**src/core/serint_regs.svh**
```systemverilog
// register map and field constants of the serial interrupt router
`ifndef SERINT_REGS_SVH
`define SERINT_REGS_SVH

// ---------------------------------------------------------------
// register offsets (byte addresses)
// ---------------------------------------------------------------
`define OFS_CTRL0 4'h0
`define OFS_CTRL1 4'h4
`define OFS_STAT0 4'h8
`define OFS_STAT1 4'hC

// ---------------------------------------------------------------
// control register fields
// ---------------------------------------------------------------
`define CTRL_ENA_LSB 0
`define CTRL_ENA_W 4
`define CTRL_GATE_BIT 4
`define CTRL_DESIG_LSB 5
`define CTRL_DESIG_W 2

// ---------------------------------------------------------------
// status register fields
// ---------------------------------------------------------------
`define STAT_COND_LSB 0
`define STAT_LINE_BIT 4
`define STAT_OE_BIT 5

// ---------------------------------------------------------------
// reset values
// ---------------------------------------------------------------
`define CTRL0_RST 7'h00
`define CTRL1_RST 7'h20

`endif

```
**src/core/serint_pkg.sv**
```systemverilog
// types shared by the serial interrupt router
package serint_pkg;
  // source enable bits, one per qualifying condition
  typedef logic [3:0] cond_t;
  typedef enum logic [1:0] {
    DESIG_FIRST,
    DESIG_SECOND,
    DESIG_THIRD,
    DESIG_FOURTH
  } desig_e;
  typedef enum {
    BUS_IDLE,
    BUS_ANSWER
  } bus_state_e;
endpackage

```
**src/core/serint_port.sv**
```systemverilog
// interrupt qualification for one serial port
`timescale 1ns/1ps
`default_nettype none
module serint_port
  import serint_pkg::*;
(
  // clock and reset
  input wire logic i_clk,
  input wire logic i_arst_n,
  input wire logic i_mreset,
  // configuration
  input wire logic [3:0] i_enable,
  input wire logic i_gate,
  // condition levels
  input wire logic [3:0] i_cond,
  // result
  output logic o_req
);
  typedef struct packed {
    logic req;
  } port_s;
  port_s q_r, q_nxt;

  always_comb begin
    q_nxt = q_r;
    // enable and gate
    // any enabled condition
    q_nxt.req = i_gate && |(i_enable & i_cond);
    // reset drops request
    if (i_mreset) begin
      q_nxt.req = 1'b0;
    end
  end

  always_ff @(posedge i_clk or negedge i_arst_n) begin
    if (!i_arst_n) begin
      q_r <= '0;
    end else begin
      q_r <= q_nxt;
    end
  end

  assign o_req = q_r.req;

  // ---------------------------------------------------------------
  // checks
  // ---------------------------------------------------------------
  a_req_follows: assert property (@(posedge i_clk) disable iff (!i_arst_n)
    ##1 o_req == $past(i_gate && |(i_enable & i_cond) && !i_mreset))
    else $error("port request does not follow enabled conditions");
  a_gate_blocks: assert property (@(posedge i_clk) disable iff (!i_arst_n)
    !i_gate |=> !o_req)
    else $error("request raised with gate clear");
endmodule
`default_nettype wire

```
**src/core/serint_router.sv**
```systemverilog
// interrupt router for two serial ports with Avalon-MM registers
// ---------------------------------------------------------------
// What this block does
// second or fourth designation drives the even-designation line.
// first or third designation drives the odd-designation line.
// line high only when source enabled, gate bit set, condition active.
// four conditions: rx error, rx data, tx empty, modem status.
// line low after service, on disable, or on master reset.
// gate bit clear on every port designated to a line releases that line to high impedance.
// master reset active high, restores idle state and defaults.
// host service clears pending conditions so the line can fall.
// ---------------------------------------------------------------
`include "serint_regs.svh"
`timescale 1ns/1ps
`default_nettype none
module serint_router
  import serint_pkg::*;
(
  // clock and reset
  input wire logic I_CLK,
  input wire logic I_ARST_N,
  input wire logic I_MASTER_RESET_IN,
  // condition levels, per port: {modem, thre, rxdata, rxerr}
  input wire logic [3:0] I_COND0,
  input wire logic [3:0] I_COND1,
  // avalon-mm slave
  input wire logic [3:0] I_ADDRESS,
  input wire logic I_READ,
  input wire logic I_WRITE,
  input wire logic [31:0] I_WRITEDATA,
  output logic [31:0] O_READDATA,
  output logic O_WAITREQUEST,
  // interrupt lines, value and output enable
  output logic O_SERIAL_INT_OUT_EVEN_PORT,
  output logic O_SERIAL_INT_OUT_EVEN_PORT_OE,
  output logic O_SERIAL_INT_OUT_ODD_PORT,
  output logic O_SERIAL_INT_OUT_ODD_PORT_OE
);
  // ---------------------------------------------------------------
  // state
  // ---------------------------------------------------------------
  typedef struct packed {
    logic [6:0] ctrl0;
    logic [6:0] ctrl1;
    bus_state_e bus;
    logic [31:0] rdata;
    logic wait_n;
    logic even;
    logic even_oe;
    logic odd;
    logic odd_oe;
  } top_s;
  top_s s_r, s_nxt;

  logic [1:0] req;
  logic [3:0] cond0_r, cond1_r;

  function automatic logic is_even(input logic [1:0] d);
    is_even = (desig_e'(d) == DESIG_SECOND) ||
              (desig_e'(d) == DESIG_FOURTH);
  endfunction

  function automatic logic [31:0] ctrl_word(input logic [6:0] c);
    ctrl_word = {25'h0, c};
  endfunction

  // ---------------------------------------------------------------
  // per-port qualification
  // ---------------------------------------------------------------
  genvar g;
  generate
    for (g = 0; g < 2; g++) begin : g_port
      logic [6:0] c;
      logic [3:0] cd;
      assign c = (g == 0) ? s_r.ctrl0 : s_r.ctrl1;
      assign cd = (g == 0) ? I_COND0 : I_COND1;
      serint_port u_port (
        .i_clk(I_CLK),
        .i_arst_n(I_ARST_N),
        .i_mreset(I_MASTER_RESET_IN),
        .i_enable(c[`CTRL_ENA_LSB +: `CTRL_ENA_W]),
        .i_gate(c[`CTRL_GATE_BIT]),
        .i_cond(cd),
        .o_req(req[g])
      );
    end
  endgenerate

  assign cond0_r = I_COND0;
  assign cond1_r = I_COND1;

  // ---------------------------------------------------------------
  // next state
  // ---------------------------------------------------------------
  always_comb begin
    logic e0, e1, g0, g1;
    s_nxt = s_r;
    e0 = is_even(s_r.ctrl0[`CTRL_DESIG_LSB +: `CTRL_DESIG_W]);
    e1 = is_even(s_r.ctrl1[`CTRL_DESIG_LSB +: `CTRL_DESIG_W]);
    g0 = s_r.ctrl0[`CTRL_GATE_BIT];
    g1 = s_r.ctrl1[`CTRL_GATE_BIT];
    s_nxt.wait_n = 1'b0;
    unique case (s_r.bus)
      BUS_IDLE: begin
        if (I_WRITE) begin
          // write lands on the answer edge, when the master sees ready
          s_nxt.wait_n = 1'b1;
          s_nxt.bus = BUS_ANSWER;
        end else if (I_READ) begin
          unique case (I_ADDRESS)
            `OFS_CTRL0: s_nxt.rdata = ctrl_word(s_r.ctrl0);
            `OFS_CTRL1: s_nxt.rdata = ctrl_word(s_r.ctrl1);
            `OFS_STAT0: s_nxt.rdata = {26'h0, g0, req[0], cond0_r};
            `OFS_STAT1: s_nxt.rdata = {26'h0, g1, req[1], cond1_r};
            default: s_nxt.rdata = 32'h00000000;
          endcase
          s_nxt.wait_n = 1'b1;
          s_nxt.bus = BUS_ANSWER;
        end
      end
      BUS_ANSWER: begin
        if (I_WRITE) begin
          unique case (I_ADDRESS)
            `OFS_CTRL0: s_nxt.ctrl0 = I_WRITEDATA[6:0];
            `OFS_CTRL1: s_nxt.ctrl1 = I_WRITEDATA[6:0];
            default: ;
          endcase
        end
        s_nxt.bus = BUS_IDLE;
      end
    endcase
    // even line routing
    // gate clear releases pin
    s_nxt.even = (e0 && g0 && req[0]) || (e1 && g1 && req[1]);
    s_nxt.even_oe = (e0 && g0) || (e1 && g1);
    // odd line routing
    s_nxt.odd = (!e0 && g0 && req[0]) || (!e1 && g1 && req[1]);
    s_nxt.odd_oe = (!e0 && g0) || (!e1 && g1);
    // master reset defaults
    if (I_MASTER_RESET_IN) begin
      s_nxt.ctrl0 = `CTRL0_RST;
      s_nxt.ctrl1 = `CTRL1_RST;
      s_nxt.even = 1'b0;
      s_nxt.odd = 1'b0;
      s_nxt.even_oe = 1'b0;
      s_nxt.odd_oe = 1'b0;
    end
  end

  always_ff @(posedge I_CLK or negedge I_ARST_N) begin
    if (!I_ARST_N) begin
      s_r <= '{ctrl0: `CTRL0_RST, ctrl1: `CTRL1_RST, bus: BUS_IDLE,
               rdata: 32'h00000000, wait_n: 1'b0, even: 1'b0,
               even_oe: 1'b0, odd: 1'b0, odd_oe: 1'b0};
    end else begin
      s_r <= s_nxt;
    end
  end

  // ---------------------------------------------------------------
  // outputs
  // ---------------------------------------------------------------
  assign O_READDATA = s_r.rdata;
  assign O_WAITREQUEST = !s_r.wait_n;
  assign O_SERIAL_INT_OUT_EVEN_PORT = s_r.even;
  assign O_SERIAL_INT_OUT_EVEN_PORT_OE = s_r.even_oe;
  assign O_SERIAL_INT_OUT_ODD_PORT = s_r.odd;
  assign O_SERIAL_INT_OUT_ODD_PORT_OE = s_r.odd_oe;

  // ---------------------------------------------------------------
  // checks
  // ---------------------------------------------------------------
  a_even_route: assert property (@(posedge I_CLK) disable iff (!I_ARST_N)
    (req[0] && s_r.ctrl0[4] && is_even(s_r.ctrl0[6:5])
     && !I_MASTER_RESET_IN) |=> O_SERIAL_INT_OUT_EVEN_PORT)
    else $error("even line missed port 0 request");
  a_odd_route: assert property (@(posedge I_CLK) disable iff (!I_ARST_N)
    (req[1] && s_r.ctrl1[4] && !is_even(s_r.ctrl1[6:5])
     && !I_MASTER_RESET_IN) |=> O_SERIAL_INT_OUT_ODD_PORT)
    else $error("odd line missed port 1 request");
  a_high_needs_oe: assert property (@(posedge I_CLK) disable iff (!I_ARST_N)
    O_SERIAL_INT_OUT_EVEN_PORT |-> O_SERIAL_INT_OUT_EVEN_PORT_OE)
    else $error("even line high while released");
  a_cond_raises: assert property (@(posedge I_CLK) disable iff (!I_ARST_N)
    (I_COND0[2] && s_r.ctrl0[2] && s_r.ctrl0[4] && !s_r.ctrl0[5]
     && !I_MASTER_RESET_IN)[*3] |-> O_SERIAL_INT_OUT_ODD_PORT)
    else $error("enabled tx empty did not raise line");
  a_disable_drops: assert property (@(posedge I_CLK) disable iff (!I_ARST_N)
    (s_r.ctrl0 == 7'h10 && s_r.ctrl1 == 7'h30)[*3]
    |-> !O_SERIAL_INT_OUT_ODD_PORT && !O_SERIAL_INT_OUT_EVEN_PORT)
    else $error("line high with all sources disabled");
  a_gate_float: assert property (@(posedge I_CLK) disable iff (!I_ARST_N)
    (!s_r.ctrl0[4] && !s_r.ctrl1[4]) |=>
    !O_SERIAL_INT_OUT_ODD_PORT_OE && !O_SERIAL_INT_OUT_EVEN_PORT_OE)
    else $error("line driven with both gates clear");
  a_mreset_idle: assert property (@(posedge I_CLK) disable iff (!I_ARST_N)
    I_MASTER_RESET_IN |=> s_r.ctrl0 == `CTRL0_RST &&
    !O_SERIAL_INT_OUT_ODD_PORT && !O_SERIAL_INT_OUT_EVEN_PORT)
    else $error("master reset did not restore defaults");
  a_bus_answer: assert property (@(posedge I_CLK) disable iff (!I_ARST_N)
    ((I_READ || I_WRITE) && s_r.bus == BUS_IDLE) |=> !O_WAITREQUEST
    ##1 O_WAITREQUEST)
    else $error("bus answer not one cycle after request");
  c_even_fire: cover property (@(posedge I_CLK) O_SERIAL_INT_OUT_EVEN_PORT);
  c_odd_fire: cover property (@(posedge I_CLK) O_SERIAL_INT_OUT_ODD_PORT);
  c_float: cover property (@(posedge I_CLK)
    $fell(O_SERIAL_INT_OUT_ODD_PORT_OE));
endmodule
`default_nettype wire

```
**config.mk**
```make
export PLATFORM = sky130hd
export DESIGN_NAME = serint_router
export DESIGN_NICKNAME = d
export VERILOG_FILES = /design/src/core/serint_pkg.sv /design/src/core/serint_port.sv /design/src/core/serint_router.sv
export VERILOG_INCLUDE_DIRS = /design/src /design/src/core
export SDC_FILE = /design/constraint.sdc
export NUM_CORES = 1
export LEC_CHECK = 0
export ABC_AREA = 1
export BUFFER_PORTS_ARGS = -buffer_cell sky130_fd_sc_hd__buf_2
export CAP_MARGIN = 20
export CORE_MARGIN = 8
export CORE_UTILIZATION = 45
export CTS_CLUSTER_SIZE = 28
export DETAILED_ROUTE_END_ITERATION = 10
export MAX_ROUTING_LAYER = met4
export PLACE_DENSITY = 0.78
export SLEW_MARGIN = 15
export SYNTH_ARGS = -nofsm -noshare
export SYNTH_HDL_FRONTEND = slang
export SYNTH_SLANG_ARGS = --single-unit
```
**constraint.sdc**
```tcl
create_clock -name I_CLK -period 1.39 [get_ports I_CLK]
set_clock_uncertainty 0.1 [all_clocks]
set_input_delay 0.0695 -clock I_CLK [delete_from_list [all_inputs] [get_ports I_CLK]]
set_output_delay 0.0695 -clock I_CLK [all_outputs]
set_load 0.02 [all_outputs]
```
# Word level (Yosys, flattened, before mapping)
# Cells that the tools add are included.
[classes]
addsub = 0
multipliers = 0
div_mod_pow = 0
order_cmp = 0
n_eq_ne = 9
shift = 0
muxes = 14
bitwise = 3
reduce_logical = 30
[op_table]
columns = ["op", "count"]
rows = [
  ["65-bit two-way mux", 1],
  ["32-bit case mux with 2 select lines", 1],
  ["14-bit two-way mux", 3],
  ["32-bit by 1-bit equality test with 1-bit output, second input constant", 1],
  ["32-bit logical NOT", 1],
  ["32-bit two-way mux", 1],
  ["7-bit case mux with 4 select lines", 1],
  ["7-bit two-way mux", 2],
  ["1-bit logical AND", 10],
  ["3-bit AND reduction", 3],
  ["4-bit bitwise AND", 2],
  ["4-bit equality test, second input constant", 2],
  ["2-bit nonzero test", 4],
  ["4-bit OR reduction", 2],
  ["1-bit logical OR", 6],
  ["2-bit by 1-bit equality test with 1-bit output, second input constant", 2],
  ["2-bit equality test, second input constant", 2],
  ["4-bit by 3-bit equality test with 1-bit output, second input constant", 1],
  ["4-bit logical NOT", 1],
  ["1-bit two-way mux", 4],
  ["4-bit two-way mux", 1],
  ["1-bit logical NOT", 3],
  ["3-bit != test, second input constant", 1],
  ["1-bit NOT", 1],
]
[word_totals]
register_bits = 60
latchBits = 0
ram_bits = 0
mem_bits_ro = 0
input_bits = 49
out_inout_bits = 37
n_memories = 0

# Logic depth before layout (Yosys ltp)
# Gate-level depths: netlist of the first run.
[logic_depth]
ltp_word = 7
ltp_mapped = 6

# Hierarchy
# From an unflattened synthesis of the first run, not the netlist that was laid out.
[hier_totals]
hier_cells = 236
area_unflattened_um2 = 1776.7
[by_module_without_submodules]
columns = ["module", "instances", "cells_each", "area_per_inst_um2"]
rows = [
  ["serint_router", 1, 214, 1651.6],
  ["serint_port", 2, 11, 62.6],
]

# Worst setup path before layout of the first run
# No wires, ideal clock.
[synth_timing]
path_kind = "register to register"
startpoint = "register s_r[37] (netlist bit)"
endpoint = "register s_r (netlist bit O_READDATA[5])"
t_arrival_ns = 0.921
required_time_ns = 1.167
slack_ns = 0.246
path_stages_with_launch = 5
path_buffers = 0
period_less_slack_ns = 1.144
cell_sequence = "dfrtp_1 > nor3_4 > inv_1 > nand2_1 > nand2_1"
[synth_between]
elab_chain_cells = 2
[synth_rtl]
columns = ["item", "line_no", "source"]
rows = [
  ["start: declaration", "serint_router.sv:53", "top_s s_r, s_nxt;"],
  ["start signal: assignment", "serint_router.sv:152", "s_r <= '{ctrl0: `CTRL0_RST, ctrl1: `CTRL1_RST, bus: BUS_IDLE,"],
  ["start signal: assignment", "serint_router.sv:156", "s_r <= s_nxt;"],
  ["32-bit logical NOT", "serint_router.sv:103", "unique case (s_r.bus)"],
  ["3-bit AND reduction (no line)", "n/a", ""],
]
# No other way between the ends.
# A chain may end at the register's enable or synchronous reset.

==> results of run 1 <==
-- registers in the layout (all words and copies together), names as in the netlist --
register                       flops
O_SERIAL_INT_OUT_ODD_PORT_OE       1
O_SERIAL_INT_OUT_EVEN_PORT         1
s_r                                2
g_port.c                          14
O_SERIAL_INT_OUT_ODD_PORT          1
O_READDATA                         7
g_port.u_port.o_req                2
O_SERIAL_INT_OUT_EVEN_PORT_OE      1
-- through the flow --
step	setup WS (ps)	hold slack [ps]
final	44.05	7.141
after global routing	7.462	28.37
after CTS	32.57	0.9416
after detailed placement	130.3	28.46
after global placement	145.8	21.92
after floorplan	245.9	-326.1
-- how the worst min path moves through the flow --
| stage | startpoint | to | slack [ps] |
|---|---|---|---|
| floorplan | I_ARST_N | O_READDATA[0]$_DFFE_PN0P_ | -330 |
| global placement | I_ARST_N | g_port[1].c[1]$_DFFE_PN0P_ | 20 |
| detailed placement | I_ARST_N | g_port[1].c[1]$_DFFE_PN0P_ | 30 |
| CTS | I_COND0[0] | g_port[0].u_port.o_req$_DFF_PN0_ | 0.9 |
| global route | I_COND1[3] | g_port[1].u_port.o_req$_DFF_PN0_ | 30 |
| finish | I_COND1[3] | g_port[1].u_port.o_req$_DFF_PN0_ | 7 |
-- cell families after synthesis --
group                  share of synthesized area [%]
AOI/OAI and AO/OA                              6.577
buffers and inverters                          18.96
DFF                                            40.66
other                                         0.2097
and+or+nand+nor                                33.59
-- Yosys cell counts --
master    instances
inv_1            16
nor2_1           10
o21ai_0           3
nand3b_4          1
buf_2             2
nand2_4           2
o21ai_2           4
nor2_2            2
o21ai_1           5
nand2_2           2
nand3_1          39
buf_6             2
buf_4            32
nand2_1          62
dfrtp_1          28
inv_4             1
a21oi_1           5
nor3_4            1
a41oi_1           2
nor2_8            2
nor2_4            1
conb_1            1
dfstp_2           1
-- repair_timing --
item	CTS	global route
hold endpoints to repair	41	1
hold buffers	13	2
gates resized for setup	0	3
endpoints found under the setup margin	0	2
-- cells in the final DEF, fill, tap and decap left out --
cell type       count
a21oi_1             5
a41oi_1             2
buf_2              35
buf_4               4
clkbuf_8            7
clkinv_2            1
conb_1             25
dfrtp_1            28
dfstp_2             1
dlygate4sd3_1      14
dlymetal6s4s_1      1
inv_1              16
inv_4               1
nand2_1            62
nand2_2             2
nand2_4             2
nand3_1            39
nand3b_4            1
nor2_1              9
nor2_2              2
nor2_4              2
nor2_8              2
nor3_4              1
o21ai_0             3
o21ai_1             5
o21ai_2             4
-- area by class of cell --
type,instances,share of cell area [%]
inverter,17,3.107
clock inverter,1,0.2345
clock buffer,7,4.513
tap,50,2.931
timing repair buffer,54,16.76
sequential,29,34.06
multi-input combinational,166,38.39
-- per-layer routing --
metal	GRT usage, %	routed length [µm]	vias up
met4	6.667	68	0
met2	20.71	1949	43
met5	-	0	-
met1	14.67	1623	675
li1	-	-	766
met3	4.966	275	7
-- power by group --
part / internal, W / switching (W) / total (W)
Clock: 0.000446 / 0.000317 / 0.000764
Combinational: 0.000115 / 0.000227 / 0.000343
Sequential: 0.000883 / 0.0000274 / 0.000910
-- critical path: cells and delay by family --
kind	cells	cell delay (ps)
simple gates	2	120
buf+inv	3	1220
==> flow_summary.ini, run 1 <==
[layout]
multi_input_area_um2 = 819.5
fin_util_pct = 54.54
area_growth_pct = 19.38
final_cells = 324
regArea_um2 = 726.9
final_cell_area_mm2 = 0.002135
antennaDiodeCount = 0
fill_cells = 382
nets = 322
drive_above_1_share_pct = 23.72

[critical_path]
crit_path_start_kind = input pin
cp_cell_sequence = dlygate4sd3_1 > buf_2 > nor2_4 > nor2_1 > dlygate4sd3_1
critPathLaunch = I_READ
cp_data_arrival_time_ps = 1410
reg2reg_from = s_r[37]$_DFFE_PN0P_
rr_endpoint = s_r[4]$_DFF_PN0_
worst_r2r_path_depth = 2
endpoint = s_r[4]$_DFF_PN0_
path_class = input pin to flip-flop
endpoint_kind = flip-flop
cp_common_cell = dlygate4sd3_1
cp.required_ps = 1460
max_stage_delay_ps = 550
reg2reg_slack_ps = 110
slowest_stage = dlygate4sd3_1
path_max_fanout = 2

[global_routing]
antenna_found_initial = 0
track_usage_pct = 13.31
grt_max_degree = 30
grt.overflow.total = 0
grt_pass1_wl_um = 6361
grt_pass1_vias = 1471

[drt]
drc = 0
vias = 1491
dr.pass1.iters = 4
wire_per_inst_um = 12.09
drt_iter0_markers = 123
viasPerCell = 4.602
drt_wl_total_um = 3916
drtAntennaViolNets = 0

[sta]
finalSetupTns_ps = 0
final_max_slew_viol_count = 0
fmax_mhz = 743.0
slew-limit-headroom_pct = 58.50
finalHoldViolCount = 0
finalCritPeriodShare_pct = 96.83
fin_crit_ps = 1346
tightest_slew_ps = 622.5
rsz0062_at_grt = no
setup_viol = 0

[clock_network]
cts_buffers = 5
post_cts_buffers = 0
insertion_delay_ps = 280
cts_max_level = 2
cts_tree = built
clockBufferDepth = 2
clockRootBuffer = clkbuf_8
path_clk_slew_ps = 60
clock-sinks = 29

[placement]
place_hpwl_um = 2959
postPlaceCellArea_mm2 = 0.001873
port_buffers = 35
gp_congestion = 0.7924
placed_cells_incl_taps = 301

[logic_synthesis]
yosysTopAreaCellShare_pct = 39.19
yosysTopAreaCell = dfrtp_1
synth_cells = 224
synth_cell_types = 23
syn_area_per_cell_um2 = 7.982
synthTopCellsByArea = dfrtp_1 (39%), buf_4 (13%), nand2_1 (13%), nand3_1 (11%), inv_1 (3.4%)
yosysWarnings = 0
syn_area_mm2 = 0.001788
yosysSeqAreaShare_pct = 40.66
ys_seq_elements = 29

[die]
start_util_pct = 45.68
die_w_um = 79.04
die_area_mm2 = 0.006247
fp.dieH_um = 79.04
coreArea_mm2 = 0.003914
io_pins = 86
fp-row-count = 23

[worst_hold_path]
min_path_type = input pin to flip-flop
hold_path_depth = 3

[power]
pwr_density_cell_mw_per_mm2 = 944.7
finalPower_w = 0.002016
leakage_nw = 1.229
vdd_ir_drop_max_v = 0.0004602

[status]
status = finished clean

[flow_run]
drv_cap = 0
Note: power is estimated with default switching activity, not from simulation.
==> inputs of run 2 (changes only) <==
--- a/config.mk
+++ b/config.mk
@@ -14,7 +14,7 @@
 export CTS_CLUSTER_SIZE = 28
 export DETAILED_ROUTE_END_ITERATION = 10
 export MAX_ROUTING_LAYER = met4
-export PLACE_DENSITY = 0.78
+export PLACE_DENSITY_LB_ADDON = 0.3
 export SLEW_MARGIN = 15
 export SYNTH_ARGS = -nofsm -noshare
 export SYNTH_HDL_FRONTEND = slang
==> flow_summary.ini, run 2 (synthesis gave the netlist of run 1 again) <==
[status]
status = finished, violations left
failed_checks = hold timing

[layout]
largest_reg_flops = 14
area_growth_pct = 18.89
antennaDiodeCount = 0
mostFrequentLayoutCells = nand2_1 (62), nand3_1 (39), buf_2 (35)
layout_commonest_cell = nand2_1
drive_above_1_share_pct = 22.91
fill_cells = 396
final_cells = 325
nets = 323

[flow_run]
drv_cap = 0

[sta]
finalHoldViolCount = 2
fmax_mhz = 788.7
final_max_slew_viol_count = 0
tightest_slew_ps = 647.6
finalCritPeriodShare_pct = 91.21
fin_crit_ps = 1268
slew-limit-headroom_pct = 56.83
timing.hold.ws_ps = -2.792
finalSetupTns_ps = 0
setup_ws_ps = 122.2
rsz0062_at_grt = no
setup_viol = 0

[clock_network]
clock-sinks = 29
insertion_delay_ps = 280
cts_buffers = 5
cts_max_level = 2
path_clk_slew_ps = 60
clockRootBuffer = clkbuf_8
clockBufferDepth = 2
cts_tree = built

[drt]
dr_wl_met3_um = 257
wl_met2_um = 1926
vias = 1487
dr.pass1.iters = 5
drt_wl_total_um = 3920
wire_per_inst_um = 12.06
routed.top_layer = met4
viasPerCell = 4.575
drc = 0
wl_met1_um = 1685
drtAntennaViolNets = 0
drt_iter0_markers = 80

[die]
start_util_pct = 45.68
coreArea_mm2 = 0.003914
fp-row-count = 23
die_w_um = 79.04
fp.dieH_um = 79.04
io_pins = 86
die_area_mm2 = 0.006247

[critical_path]
slowest_stage = dfrtp_1
path_class = flip-flop to flip-flop
cp.required_ps = 1510
cp_cell_sequence = nand2_2 > nand3b_4 > nand2_4 > o21ai_2 > o21ai_2
endpoint_kind = flip-flop
cp_common_cell = o21ai_2
cp_data_arrival_time_ps = 1380
crit_path_start_kind = flip-flop
path_max_fanout = 8
max_stage_delay_ps = 450

[power]
power.switching_w = 0.0005616
leakage_nw = 1.210
pwr-share-clk_pct = 36.2
swShare_pct = 28.64
p_seq_share_pct = 46.5
pwr_density_cell_mw_per_mm2 = 922.4
pwr-share-comb_pct = 17.3
internal-power_w = 0.001399
vdd_ir_drop_max_v = 0.0004159

[placement]
placed_cells_incl_taps = 301
place_hpwl_um = 2989
dp_slack_ps = 121.8
gp_congestion = 0.7731
port_buffers = 35

[worst_hold_path]
min_path_type = input pin to flip-flop

[global_routing]
track_usage_pct = 13.36
grt_pass1_wl_um = 6492
grt_max_degree = 30
antenna_found_initial = 0
grt.overflow.total = 0
grt_pass1_vias = 1425
-- run 2: cell types whose count changed in the layout (fill, tap and decap cells not counted), sizes merged --
cell	previous run	this run
dlygate4sd3	14	16
clkinv	1	0
dlymetal6s4s	1	0
clkbuf	7	8
-- run 2: area by class of cell --
cell class | count | area (µm²) | area share (%)
clock buffers | 8 | 90.09 | 4.238
inverters | 17 | 66.31 | 3.119
multi-input cells | 166 | 814.5 | 38.32
flip-flops and latches | 29 | 726.9 | 34.20
well taps | 50 | 62.56 | 2.943
repair buffers | 55 | 365.4 | 17.19
-- run 2: power groups by stage --
stage,Combinational (W),Clock [W],Sequential [W]
after floorplan,0.000272,0,0.000920
after global placement,0.000302,0,0.000925
after detailed placement,0.000306,0,0.000925
after CTS,0.000347,0.000729,0.000910
after global routing,0.000374,0.000768,0.000916
final,0.000340,0.000710,0.000911
-- run 2: worst paths after layout --
check / to / cells past startpoint / slack [ps] / start
min reg2reg: O_READDATA[0]$_DFFE_PN0P_ / 2 / 370 / O_READDATA[0]$_DFFE_PN0P_
min in group asynchronous: g_port[1].c[1]$_DFFE_PN0P_ / 2 / 240 / I_ARST_N
max reg2reg: g_port[1].c[5]$_DFFE_PN1P_ / 5 / 120 / s_r[37]$_DFFE_PN0P_
max: g_port[1].c[5]$_DFFE_PN1P_ / 5 / 120 / s_r[37]$_DFFE_PN0P_
min: s_r[4]$_DFF_PN0_ / 3 / -3 / I_WRITE
max in group asynchronous: s_r[4]$_DFF_PN0_ / 2 / 510 / I_ARST_N
-- run 2: layer usage --
layer,GRT usage (%),up-vias
met5,-,-
met4,6.111,0
met3,3.837,4
met2,21.20,48
met1,15.28,672
li1,-,763
-- run 2: stage by stage --
| step | instance area (µm²) | util, % | total power (W) | hold WS [ps] |
|---|---|---|---|---|
| floorplan | 1878 | - | 0.001191 | -326.1 |
| global route | 2126 | 54.32 | 0.002059 | 25.66 |
| global placement | 1873 | 47.86 | 0.001227 | 29.18 |
| CTS | 2143 | 54.76 | 0.001987 | 36.51 |
| detailed placement | 1873 | 47.86 | 0.001231 | 39.05 |
| finish | 2126 | 54.32 | 0.001961 | -2.792 |
-- run 2: repair_timing --
item | in CTS | in global routing
gates resized for setup | 0 | 1
hold buffers | 18 | 0
buffers inserted | 0 | 0
endpoints found under the setup margin | 0 | 2
endpoints found under the hold margin | 43 | 0
-- run 2: worst max-delay path: cells and delay by family (launching register included) --
| family | cells | cell delay (ps) |
|---|---|---|
| AO/OA/AOI/OAI | 2 | 120 |
| flip-flops | 1 | 450 |
| AND/OR/NAND/NOR | 3 | 540 |
